===== src/verilog/pmoc_pkg.sv =====
// Constants and types of the power on/off and margin control block
// Function
// - Enable field 00 shuts the output down at once, no sequencing.
// - Enable field 01 performs a soft, sequenced shutdown.
// - Enable field 10 turns on at the selected margin state.
// - Margin field 00 selects the nominal output target.
// - Margin field 01 selects margin low, 10 selects margin high.
// - Fault handling 01 ignores output over/under voltage events while margined.
// - Fault handling 10 acts on output over/under voltage events while margined.
// - Config bit 4 clear: run whenever input power is present.
// - Config bit 4 set: stay off until enabled sources command start.
// - Config bit 3 clear: ignore the bus on/off field.
// - Config bit 3 set: start only when the bus field requests running.
// - Config bit 2 clear: ignore the on/off pin.
// - Config bit 2 set: start only while the pin is asserted.
// - Config bit 1 sets pin polarity: 0 high asserted, 1 low asserted.
// - Config bit 0 clear: pin turn-off uses the sequenced soft shutdown.
// - Config bit 0 set: pin turn-off stops energy transfer at once.
// - Clear-faults command resets every fault status bit.
// - Restore-default command reloads the whole configuration from defaults.
// - Store-user command saves every setting changed since the last restore.
// - Restore-user command, and every power up, reload the user store.
package pmoc_pkg;
    localparam logic [7:0] CMD_OPERATION = 8'h01;
    localparam logic [7:0] CMD_ON_OFF = 8'h02;
    localparam logic [7:0] CMD_CLEAR_FAULTS = 8'h03;
    localparam logic [7:0] CMD_RESTORE_DEF = 8'h12;
    localparam logic [7:0] CMD_STORE_USER = 8'h15;
    localparam logic [7:0] CMD_RESTORE_USER = 8'h16;
    localparam logic [1:0] FIELD_RSVD = 2'h3;
    localparam logic [1:0] EN_IMM_OFF = 2'h0;
    localparam logic [1:0] EN_SOFT_OFF = 2'h1;
    localparam logic [1:0] EN_ON = 2'h2;
    localparam logic [1:0] MG_NOMINAL = 2'h0;
    localparam logic [1:0] MG_LOW = 2'h1;
    localparam logic [1:0] MG_HIGH = 2'h2;
    localparam logic [1:0] FH_IGNORE = 2'h1;
    localparam logic [1:0] FH_ACT = 2'h2;
    localparam logic [7:0] OP_RESET = 8'h88;
    localparam logic [7:0] ON_OFF_RESET = 8'h16;
    localparam logic [3:0] BYTE_BITS = 4'h8;
    localparam logic [3:0] LAST_BIT = 4'h7;
    // Operation byte, msb first
    typedef struct packed {
        logic [1:0] en;
        logic [1:0] mg;
        logic [1:0] fh;
        logic [1:0] rsv;
    } pmoc_op_type;
    // Start source configuration byte, msb first
    typedef struct packed {
        logic [2:0] rsv;
        logic powerup;
        logic use_bus;
        logic use_pin;
        logic pin_low;
        logic fast_off;
    } pmoc_onoff_type;
    typedef struct packed {
        pmoc_op_type op;
        pmoc_onoff_type onoff;
    } pmoc_cfg_type;
    localparam pmoc_cfg_type CFG_DEFAULT = {OP_RESET, ON_OFF_RESET};
    typedef enum logic [3:0] {
        S_IDLE = 4'h0,
        S_ADDR = 4'h1,
        S_AACK = 4'h2,
        S_CMD = 4'h3,
        S_CACK = 4'h4,
        S_DATA = 4'h5,
        S_DACK = 4'h6,
        S_RD = 4'h7,
        S_RACK = 4'h8
    } pmoc_bus_state_type;
endpackage : pmoc_pkg


===== src/verilog/pmoc_ctrl.sv =====
// Power on/off and margin control with its serial command slave
`timescale 1ns/1ps
module pmoc_ctrl #(
    parameter logic [6:0] DEV_ADDR = 7'h2A // Arbitrary bus address
) (
    input wire logic clk,
    input wire logic nrst,
    input wire logic scl,
    input wire logic sda_i,
    output logic sda_o,
    output logic sda_oe_n,
    input wire logic ctrl_pin,
    input wire logic power_ok,
    output logic run,
    output logic stop_fast,
    output logic stop_soft,
    output logic [1:0] margin_sel,
    output logic vout_fault_ignore,
    output logic fault_clear
);
    // ------------------------------------------------------------
    // Input synchronisers and bus edges
    // ------------------------------------------------------------
    logic [1:0] scl_sync_reg, sda_sync_reg, pin_sync_reg, pwr_sync_reg;
    logic scl_d_reg, sda_d_reg;
    logic scl_s, sda_s, pin_s, pwr_s;
    logic scl_rise, scl_fall, start_cond, stop_cond;

    always_ff @(posedge clk or negedge nrst) begin
        if (!nrst) begin
            scl_sync_reg <= 2'h3;
            sda_sync_reg <= 2'h3;
            pin_sync_reg <= 2'h0;
            pwr_sync_reg <= 2'h0;
            scl_d_reg <= 1'b1;
            sda_d_reg <= 1'b1;
        end else begin
            scl_sync_reg <= {scl_sync_reg[0], scl};
            sda_sync_reg <= {sda_sync_reg[0], sda_i};
            pin_sync_reg <= {pin_sync_reg[0], ctrl_pin};
            pwr_sync_reg <= {pwr_sync_reg[0], power_ok};
            scl_d_reg <= scl_sync_reg[1];
            sda_d_reg <= sda_sync_reg[1];
        end
    end

    assign scl_s = scl_sync_reg[1];
    assign sda_s = sda_sync_reg[1];
    assign pin_s = pin_sync_reg[1];
    assign pwr_s = pwr_sync_reg[1];
    assign scl_rise = scl_s && !scl_d_reg;
    assign scl_fall = !scl_s && scl_d_reg;
    assign start_cond = scl_s && scl_d_reg && !sda_s && sda_d_reg;
    assign stop_cond = scl_s && scl_d_reg && sda_s && !sda_d_reg;

    // ------------------------------------------------------------
    // Serial command slave
    // ------------------------------------------------------------
    pmoc_pkg::pmoc_bus_state_type st_reg, st_next;
    logic [3:0] cnt_reg, cnt_next;
    logic [7:0] sh_reg, sh_next;
    logic [7:0] tx_reg, tx_next;
    logic [7:0] cmd_reg, cmd_next;
    logic rw_reg, rw_next;
    logic sda_oe_n_reg, sda_oe_n_next;
    logic sda_o_reg;
    logic cmd_ev, wr_ev;
    logic [7:0] rd_value;
    pmoc_pkg::pmoc_cfg_type cfg_reg, cfg_next;

    always_comb begin
        case (cmd_reg)
            pmoc_pkg::CMD_OPERATION: rd_value = cfg_reg.op;
            pmoc_pkg::CMD_ON_OFF: rd_value = cfg_reg.onoff;
            default: rd_value = 8'h00;
        endcase
    end

    always_comb begin
        st_next = st_reg;
        cnt_next = cnt_reg;
        sh_next = sh_reg;
        tx_next = tx_reg;
        cmd_next = cmd_reg;
        rw_next = rw_reg;
        sda_oe_n_next = sda_oe_n_reg;
        cmd_ev = 1'b0;
        wr_ev = 1'b0;
        if (start_cond) begin
            st_next = pmoc_pkg::S_ADDR;
            cnt_next = 4'h0;
            sda_oe_n_next = 1'b1;
        end else if (stop_cond) begin
            st_next = pmoc_pkg::S_IDLE;
            sda_oe_n_next = 1'b1;
        end else if (scl_rise) begin
            case (st_reg)
                pmoc_pkg::S_ADDR, pmoc_pkg::S_CMD, pmoc_pkg::S_DATA: begin
                    sh_next = {sh_reg[6:0], sda_s};
                    cnt_next = cnt_reg + 4'h1;
                end
                pmoc_pkg::S_RACK: st_next = pmoc_pkg::S_IDLE;
                default: ;
            endcase
        end else if (scl_fall) begin
            case (st_reg)
                pmoc_pkg::S_ADDR: begin
                    if (cnt_reg == pmoc_pkg::BYTE_BITS) begin
                        if (sh_reg[7:1] == DEV_ADDR) begin
                            sda_oe_n_next = 1'b0;
                            rw_next = sh_reg[0];
                            st_next = pmoc_pkg::S_AACK;
                        end else begin
                            st_next = pmoc_pkg::S_IDLE;
                        end
                    end
                end
                pmoc_pkg::S_AACK: begin
                    cnt_next = 4'h0;
                    if (rw_reg) begin
                        tx_next = rd_value;
                        sda_oe_n_next = rd_value[7];
                        st_next = pmoc_pkg::S_RD;
                    end else begin
                        sda_oe_n_next = 1'b1;
                        st_next = pmoc_pkg::S_CMD;
                    end
                end
                pmoc_pkg::S_CMD: begin
                    if (cnt_reg == pmoc_pkg::BYTE_BITS) begin
                        cmd_next = sh_reg;
                        cmd_ev = 1'b1;
                        sda_oe_n_next = 1'b0;
                        st_next = pmoc_pkg::S_CACK;
                    end
                end
                pmoc_pkg::S_DATA: begin
                    if (cnt_reg == pmoc_pkg::BYTE_BITS) begin
                        wr_ev = 1'b1;
                        sda_oe_n_next = 1'b0;
                        st_next = pmoc_pkg::S_DACK;
                    end
                end
                pmoc_pkg::S_CACK, pmoc_pkg::S_DACK: begin
                    cnt_next = 4'h0;
                    sda_oe_n_next = 1'b1;
                    st_next = pmoc_pkg::S_DATA;
                end
                pmoc_pkg::S_RD: begin
                    if (cnt_reg == pmoc_pkg::LAST_BIT) begin
                        sda_oe_n_next = 1'b1;
                        st_next = pmoc_pkg::S_RACK;
                    end else begin
                        cnt_next = cnt_reg + 4'h1;
                        tx_next = {tx_reg[6:0], 1'b0};
                        sda_oe_n_next = tx_reg[6];
                    end
                end
                default: ;
            endcase
        end
    end

    always_ff @(posedge clk or negedge nrst) begin
        if (!nrst) begin
            st_reg <= pmoc_pkg::S_IDLE;
            cnt_reg <= 4'h0;
            sh_reg <= 8'h00;
            tx_reg <= 8'h00;
            cmd_reg <= 8'h00;
            rw_reg <= 1'b0;
            sda_oe_n_reg <= 1'b1;
            sda_o_reg <= 1'b0;
        end else begin
            st_reg <= st_next;
            cnt_reg <= cnt_next;
            sh_reg <= sh_next;
            tx_reg <= tx_next;
            cmd_reg <= cmd_next;
            rw_reg <= rw_next;
            sda_oe_n_reg <= sda_oe_n_next;
            sda_o_reg <= 1'b0;
        end
    end

    // ------------------------------------------------------------
    // Configuration, user store and store commands
    // ------------------------------------------------------------
    pmoc_pkg::pmoc_cfg_type user_reg, user_next;
    pmoc_pkg::pmoc_op_type op_w;
    logic [1:0] dirty_reg, dirty_next;
    logic boot_reg;
    logic clr_reg, clr_next;

    always_comb begin
        cfg_next = cfg_reg;
        user_next = user_reg;
        dirty_next = dirty_reg;
        clr_next = 1'b0;
        op_w = pmoc_pkg::pmoc_op_type'(sh_reg);
        if (boot_reg) begin
            cfg_next = user_reg;
            dirty_next = 2'h0;
        end else if (cmd_ev) begin
            case (sh_reg)
                pmoc_pkg::CMD_CLEAR_FAULTS: clr_next = 1'b1;
                pmoc_pkg::CMD_RESTORE_DEF: begin
                    cfg_next = pmoc_pkg::CFG_DEFAULT;
                    dirty_next = 2'h0;
                end
                pmoc_pkg::CMD_STORE_USER: begin
                    if (dirty_reg[1]) begin
                        user_next.op = cfg_reg.op;
                    end
                    if (dirty_reg[0]) begin
                        user_next.onoff = cfg_reg.onoff;
                    end
                end
                pmoc_pkg::CMD_RESTORE_USER: begin
                    cfg_next = user_reg;
                    dirty_next = 2'h0;
                end
                default: ;
            endcase
        end else if (wr_ev) begin
            if (cmd_reg == pmoc_pkg::CMD_OPERATION) begin
                dirty_next[1] = 1'b1;
                cfg_next.op.rsv = op_w.rsv;
                if (op_w.en != pmoc_pkg::FIELD_RSVD) begin
                    cfg_next.op.en = op_w.en;
                end
                if (op_w.mg != pmoc_pkg::FIELD_RSVD) begin
                    cfg_next.op.mg = op_w.mg;
                end
                if (op_w.fh != pmoc_pkg::FIELD_RSVD) begin
                    cfg_next.op.fh = op_w.fh;
                end
            end else if (cmd_reg == pmoc_pkg::CMD_ON_OFF) begin
                dirty_next[0] = 1'b1;
                cfg_next.onoff = pmoc_pkg::pmoc_onoff_type'(sh_reg);
            end
        end
    end

    always_ff @(posedge clk or negedge nrst) begin
        if (!nrst) begin
            cfg_reg <= pmoc_pkg::CFG_DEFAULT;
            user_reg <= pmoc_pkg::CFG_DEFAULT;
            dirty_reg <= 2'h0;
            boot_reg <= 1'b1;
            clr_reg <= 1'b0;
        end else begin
            cfg_reg <= cfg_next;
            user_reg <= user_next;
            dirty_reg <= dirty_next;
            boot_reg <= 1'b0;
            clr_reg <= clr_next;
        end
    end

    // ------------------------------------------------------------
    // Run decision, shutdown style and margin
    // ------------------------------------------------------------
    logic pin_act, bus_ok, pin_ok, want_run, fast_cut;
    logic run_reg, run_next;
    logic fast_reg, fast_next;
    logic soft_reg, soft_next;
    logic [1:0] margin_reg, margin_next;
    logic ignore_reg, ignore_next;

    always_comb begin
        pin_act = pin_s ^ cfg_reg.onoff.pin_low;
        bus_ok = !cfg_reg.onoff.use_bus || (cfg_reg.op.en == pmoc_pkg::EN_ON);
        pin_ok = !cfg_reg.onoff.use_pin || pin_act;
        want_run = pwr_s && (!cfg_reg.onoff.powerup || (bus_ok && pin_ok));
        fast_cut = !pwr_s
            || (cfg_reg.onoff.powerup && cfg_reg.onoff.use_pin && !pin_act
                && cfg_reg.onoff.fast_off)
            || (cfg_reg.onoff.powerup && cfg_reg.onoff.use_bus
                && cfg_reg.op.en == pmoc_pkg::EN_IMM_OFF);
        run_next = want_run;
        fast_next = fast_reg;
        soft_next = soft_reg;
        if (want_run) begin
            fast_next = 1'b0;
            soft_next = 1'b0;
        end else if (run_reg) begin
            fast_next = fast_cut;
            soft_next = !fast_cut;
        end
        margin_next = cfg_reg.op.mg;
        ignore_next = (cfg_reg.op.mg != pmoc_pkg::MG_NOMINAL)
            && (cfg_reg.op.fh == pmoc_pkg::FH_IGNORE);
    end

    always_ff @(posedge clk or negedge nrst) begin
        if (!nrst) begin
            run_reg <= 1'b0;
            fast_reg <= 1'b0;
            soft_reg <= 1'b0;
            margin_reg <= pmoc_pkg::MG_NOMINAL;
            ignore_reg <= 1'b0;
        end else begin
            run_reg <= run_next;
            fast_reg <= fast_next;
            soft_reg <= soft_next;
            margin_reg <= margin_next;
            ignore_reg <= ignore_next;
        end
    end

    assign sda_o = sda_o_reg;
    assign sda_oe_n = sda_oe_n_reg;
    assign run = run_reg;
    assign stop_fast = fast_reg;
    assign stop_soft = soft_reg;
    assign margin_sel = margin_reg;
    assign vout_fault_ignore = ignore_reg;
    assign fault_clear = clr_reg;
endmodule : pmoc_ctrl


===== config.mk =====
export PLATFORM = sky130hd
export DESIGN_NAME = pmoc_ctrl
export DESIGN_NICKNAME = d
export VERILOG_FILES = /design/src/verilog/pmoc_pkg.sv /design/src/verilog/pmoc_ctrl.sv
export SDC_FILE = /design/constraint.sdc
export NUM_CORES = 1
export LEC_CHECK = 0
export BUFFER_PORTS_ARGS = -buffer_cell sky130_fd_sc_hd__buf_2
export CORE_MARGIN = 1.5
export CORE_UTILIZATION = 50
export CTS_BUF_LIST = sky130_fd_sc_hd__clkbuf_4 sky130_fd_sc_hd__clkbuf_8 sky130_fd_sc_hd__clkbuf_16
export CTS_CLUSTER_SIZE = 8
export DETAILED_ROUTE_END_ITERATION = 16
export PLACE_DENSITY_LB_ADDON = 0.3
export RECOVER_POWER = 50
export SYNTH_ARGS = -nofsm -noshare
export SYNTH_HDL_FRONTEND = slang
export SYNTH_SLANG_ARGS = --single-unit

===== constraint.sdc =====
create_clock -name clk -period 7.59 [get_ports clk]
set_clock_uncertainty 0.2 [all_clocks]
set_input_delay 1.1385 -clock clk [delete_from_list [all_inputs] [get_ports clk]]
set_output_delay 1.1385 -clock clk [all_outputs]
set_load 0.05 [all_outputs]

Word level (Yosys, flattened, before mapping). Cells that the tools add are included.

Add/subtract/negate cells: 1. Bitwise operators: 5. Equality and inequality tests: 39. Muxes and demuxes: 68. Reduce and logical (&&, ||, !) cells: 67.

Operator list (count): 4-bit two-way mux (15); 16-bit two-way mux (3); 16-bit case mux with 2 select lines (1); 4-bit AND reduction (8); 1-bit two-way mux (30); 8-bit by 5-bit equality test with 1-bit output (second input constant) (3); 8-bit two-way mux (3); 4-bit case mux with 6 select lines (1); 3-bit nonzero test (8); 7-bit AND reduction (3); 4-bit by 3-bit equality test with 1-bit output (second input constant) (5); 5-bit inequality test (second input constant) (4); 8-bit by 2-bit equality test with 1-bit output (second input constant) (2); 2-bit two-way mux (8); 8-bit case mux with 2 select lines (1); 1-bit logical AND (15); 7-bit two-way mux (2); 7-bit case mux with 2 select lines (1); 2-bit inequality test (second input constant) (6); 4-bit by 1-bit inequality test with 1-bit output (second input constant) (3); 4-bit inequality test (second input constant) (3); 6-bit AND reduction (2); 1-bit zero test (10); 9-bit nonzero test (1); 25 further kinds (42).

Output and inout bits: 9. Input port bits: 6. Bits in registers: 85.

Logic depth before layout (Yosys ltp).
Depth in word-level cells: 10. Gate-level depth with buffers: 8. Mapped depth without buffers: 7.

Worst setup path before layout. No wires, ideal clock.

Path kind: register -> register. Start: register scl_d_reg. End: register cfg_reg[0] in the netlist's numbering. Clock period less this slack: 2562 ps. Slack: 5028 ps. Stages on the path, launching flop included: 8. Arrival time: 2237 ps. Required time: 7265 ps. Path buffers: 1. Path through: dfstp_2 > inv_1 > ha_1 > buf_1 > a2111oi_4 > nand2_4 > a21oi_4 > mux2_2.

Longest elaborated chain between the ends: 7. Elaborated cells between the ends (all ways): 23. Those cells by class: 2 x eq/ne; 10 x mux; 11 x reduce/logical.

Ends and longest elaborated chain: start, declared (RTL line pmoc_ctrl.sv:25) `logic scl_d_reg, sda_d_reg;`; start signal, assigned (RTL line pmoc_ctrl.sv:42) `scl_d_reg <= scl_sync_reg[1];`; 1-bit logical AND (tied with other cells) (RTL line pmoc_ctrl.sv:52) `assign scl_fall = !scl_s && scl_d_reg;`; 1-bit two-way mux (tied with other cells) (RTL line pmoc_ctrl.sv:105) `end else if (scl_fall) begin`; 1-bit two-way mux or 1-bit logical AND (tied branches) (RTL line pmoc_ctrl.sv:96, pmoc_ctrl.sv:54); 1-bit two-way mux (RTL line pmoc_ctrl.sv:93) `end else if (stop_cond) begin`; 1-bit two-way mux (RTL line pmoc_ctrl.sv:89) `if (start_cond) begin`; 4-bit by 1-bit inequality test with 1-bit output (no line) (tied with other cells); 4-bit AND reduction (no line) or 16-bit two-way mux (tied branches); end signal, assigned (RTL line pmoc_ctrl.sv:247) `cfg_reg <= pmoc_pkg::CFG_DEFAULT;`; end signal, assigned (RTL line pmoc_ctrl.sv:253) `cfg_reg <= cfg_next;`; end, declared (RTL line pmoc_ctrl.sv:69) `pmoc_pkg::pmoc_cfg_type cfg_reg, cfg_next;`.

Parallel ways exist; a longest one is shown, timed or not. A chain may end at the register's enable or synchronous reset.

Final worst setup path.
Start: register scl_sync_reg[1]. End: register cfg_reg[4] in the netlist's numbering.

Longest elaborated chain between the ends: 8. Elaborated cells between the ends (all ways): 23. Those cells by class: 2 x eq/ne; 10 x mux; 11 x reduce/logical.

Ends and longest elaborated chain: start, declared (RTL line pmoc_ctrl.sv:24) `logic [1:0] scl_sync_reg, sda_sync_reg, pin_sync_reg, pwr_sync_reg;`; start signal, assigned (RTL line pmoc_ctrl.sv:38) `scl_sync_reg <= {scl_sync_reg[0], scl};`; 1-bit zero test (RTL line pmoc_ctrl.sv:52); 1-bit logical AND (RTL line pmoc_ctrl.sv:52); 1-bit two-way mux (RTL line pmoc_ctrl.sv:105); 1-bit two-way mux (RTL line pmoc_ctrl.sv:96) `end else if (scl_rise) begin`; 1-bit two-way mux (RTL line pmoc_ctrl.sv:93); 1-bit two-way mux (RTL line pmoc_ctrl.sv:89); 4-bit by 1-bit inequality test with 1-bit output (no line) (tied with other cells); 4-bit AND reduction (no line) or 16-bit two-way mux (tied branches).

Parallel ways exist; a longest one is shown, timed or not.

==> summary.md <==
| Metric | Value |
|---|---|
| Final critical-path required period | 2.965 ns |
| Average footprint of a synthesized cell | 10.91 um^2 |
| Worst rel slew slack | 24.32% |
| Top library cells by usage in the layout, fill and taps aside | sky130_fd_sc_hd__dfrtp_1, sky130_fd_sc_hd__nand2_1, sky130_fd_sc_hd__mux2_2 |
| Floorplan die area | 9163 um^2 |
| Largest fanout on the critical path | 22 |
| Routability-driven placement congestion ratio | 0.8878 |
| Global-route wire length before repair | 15.26 mm |
| Clock slew at reported path FFs | 0.09 ns |
| Hold-fix buffers, CTS | 0 |
| Final-stage net count | 412 |
| Area growth from synthesis to layout | 6.665% |
| Met2 global-route usage | 32.34% |
| Distinct cell type count after synthesis | 74 |
| Worst slew pin tran | 1.126 ns |
| Portion of the post-synthesis area used by sequential elements | 50.00% |
| Overflow left after global routing | 0 |
| Worst setup slack before clock tree synthesis | 4.657 ns |
| Final WL | 9.122 mm |
| Power density over cell area | 191.9 nW/um^2 |
| Worst path required time | 7.68 ns |
| Largest register FFs | 16 |
| Die boundary height | 95.73 um |
| Count of cells along the worst register-to-register path | 7 |
| Max Cap Violations | 0 |
| CTS H-Tree Depth | 3 |
| Clock buffer depth | 2 |
| Hold path cells | 0 |
| Antenna Violating Nets Remaining | 0 |
| Most crowded layer after global routing | met1 |
| Post-CTS resize count | 0 |
| Min-delay worst type | reg -> reg |
| Count of flip-flops with a built-in enable after synthesis | 0 |
| Number of buffers added for setup after CTS | 0 |
| Hold Violations, Final | 0 |
| Initial antenna violation count | 0 |
| Smallest setup slack after layout | 4.625 ns |
| Boundary Pins | 15 |
| Setup slack of the most critical reg-to-reg path | 4.63 ns |
| TritonCTS sink count | 85 |
| Final setup violation count | 0 |
| Unrepaired setup endpoints after global routing | false |
| Commonest non-fill, non-tap cell in the layout | sky130_fd_sc_hd__dfrtp_1 |
| WL/cell | 17.89 um |
| Met1 Track Usage GR | 32.70% |
| Kind of capture point of the worst setup path | flip-flop |
| Clock latency on the worst-skew pair | 0.36 ns |
| Main synth FF type | sky130_fd_sc_hd__dfrtp_1 |
| Maximum vdd ir drop | 0.08439 mV |
| Share of layout cells above drive strength 1 | 22.22% |
| Outcome | complete, no violations |
| Synth Cell Area | 4299 um^2 |
| Number of buffers added by the clock tree synthesis step | 9 |
| Core region area | 8258 um^2 |
| Initial cell density of the core | 52.06% |
| Share of async-settable or async-resettable flops after synthesis | 100.0% |
| Drt via density | 6.071 |
| Final routed DRC violation total | 0 |
| Number of warnings issued by yosys | 0 |
| Final hold slack | 0.1552 ns |
| TritonRoute pass-1 iters | 4 |
| Maximum number of pins on one net before global-route repair | 86 |
| Overall Global Routing Usage | 21.91% |
| Vias in the first global route | 2962 |
| Leakage dissipation | 1.997 nW |
| HPWL after detailed placement | 6.267 mm |
| Flip-flop and latch count after synthesis | 85 |
| Accumulated negative setup slack | 0 ns |
| TritonCTS clock tree | built |
| Count of final max-slew check failures | 0 |
| Root buf cell | sky130_fd_sc_hd__clkbuf_8 |
| Number of design-rule violations left by the first detailed-router iteration | 197 |
| Number of standard cells after synthesis | 394 |
| Reg-to-Reg Start | scl_sync_reg[1] |
| Vias | 3096 |
| Fraction of the cycle the final worst path needs | 39.06% |
| Launch point of the critical path | scl_sync_reg[1] |
| Start-to-end type of the worst setup path | reg -> reg |
| Die W | 95.73 um |
| Startpoint of the worst hold path | pwr_sync_reg[0] |
| Port Buffer Count | 13 |
| Inserted Diodes | 0 |
| Max Fclk | 337.3 MHz |
| Crit start category | flip-flop |
| Arrival @ worst endpoint | 3.05 ns |
| Floorplan row count | 33 |
| GR met3 Demand/Resource | 3.476% |
==> cell families (layout without fill, tap and decap cells) <==
group	Yosys count	after routing	synth area share [%]
xor+xnor	2	2	0.5822
flops	85	85	50.00
compound gates	99	99	17.52
other cells	1	2	0.08723
buf+inv	41	51	4.133
mux	38	38	9.866
fa+ha+maj	6	6	1.746
simple gates	122	122	16.07
==> worst max-delay path: stages, from the launching register on <==
cell and delay (ns):
sky130_fd_sc_hd__dfstp_1 0.58, sky130_fd_sc_hd__inv_1 0.08, sky130_fd_sc_hd__ha_1 0.23, sky130_fd_sc_hd__nand4b_2 0.22, sky130_fd_sc_hd__a2111oi_4 0.10, sky130_fd_sc_hd__nor2_2 0.81
sky130_fd_sc_hd__mux2_2 0.42, sky130_fd_sc_hd__mux2_4 0.26
==> cell type report <==
type	instances	area, um^2
Tap cell	105	131.4
Clock inverter	6	47.55
Sequential cell	85	2150
Inverter	22	82.58
Fill cell	699	3672
Timing Repair Buffer	13	67.56
Clock buffer	10	131.4
Multi-Input combinational cell	269	1976
==> power by group <==
| group | internal [mW] | switching (mW) | total (mW) |
|---|---|---|---|
| registers | 0.476 | 0.0220 | 0.498 |
| clock network | 0.125 | 0.169 | 0.294 |
| logic | 0.0307 | 0.0581 | 0.0888 |
| total | 0.631 | 0.249 | 0.880 |
==> Yosys cell counts, types with 6 or more instances <==
cell type	count	area [um^2]
sky130_fd_sc_hd__a22o_1	7	61.31
sky130_fd_sc_hd__clkbuf_1	10	37.54
sky130_fd_sc_hd__ha_1	6	75.07
sky130_fd_sc_hd__a221oi_1	6	52.55
sky130_fd_sc_hd__nor2_1	17	63.81
sky130_fd_sc_hd__mux2_2	31	349.1
sky130_fd_sc_hd__dfrtp_1	67	1677
sky130_fd_sc_hd__mux2i_1	6	60.06
sky130_fd_sc_hd__nand2_1	45	168.9
sky130_fd_sc_hd__dfstp_2	18	473.0
sky130_fd_sc_hd__nand3_1	7	35.03
sky130_fd_sc_hd__inv_1	22	82.58
sky130_fd_sc_hd__nand4_1	7	43.79
sky130_fd_sc_hd__o31ai_1	6	45.04
sky130_fd_sc_hd__a21oi_1	18	90.09
sky130_fd_sc_hd__o21ai_0	18	90.09
==> final timing paths <==
| kind | endpoint |
|---|---|
| max reg2reg | cfg_reg[4] |
| min reg2reg | pwr_sync_reg[1] |
| max in group asynchronous | dirty_reg[1] |
| max | cfg_reg[4] |
| min in group asynchronous | st_reg[2] |
| min | pwr_sync_reg[1] |
==> layer usage <==
metal  vias to the layer above  share of wire (%)  routed length (um)
li1                       1456                  -                   -
met1                      1543                 49                4436
met2                        82                 44                4028
met3                        15                5.5                 499
met4                         0                1.7                 158
met5                         -                  0                   0
==> metrics by stage <==
| step | total power [mW] | cell area (um^2) | std cells | util, % |
|---|---|---|---|---|
| after global routing | 0.9223 | 4586 | 510 | 55.53 |
| after global placement | 0.5930 | 4407 | 494 | 53.36 |
| final | 0.8798 | 4586 | 510 | 55.53 |
| after floorplan | 0.5633 | 4303 | 395 | - |
| after detailed placement | 0.5956 | 4407 | 494 | 53.36 |
| after CTS | 0.8873 | 4586 | 510 | 55.53 |
Power figures use the tool's default switching activity.
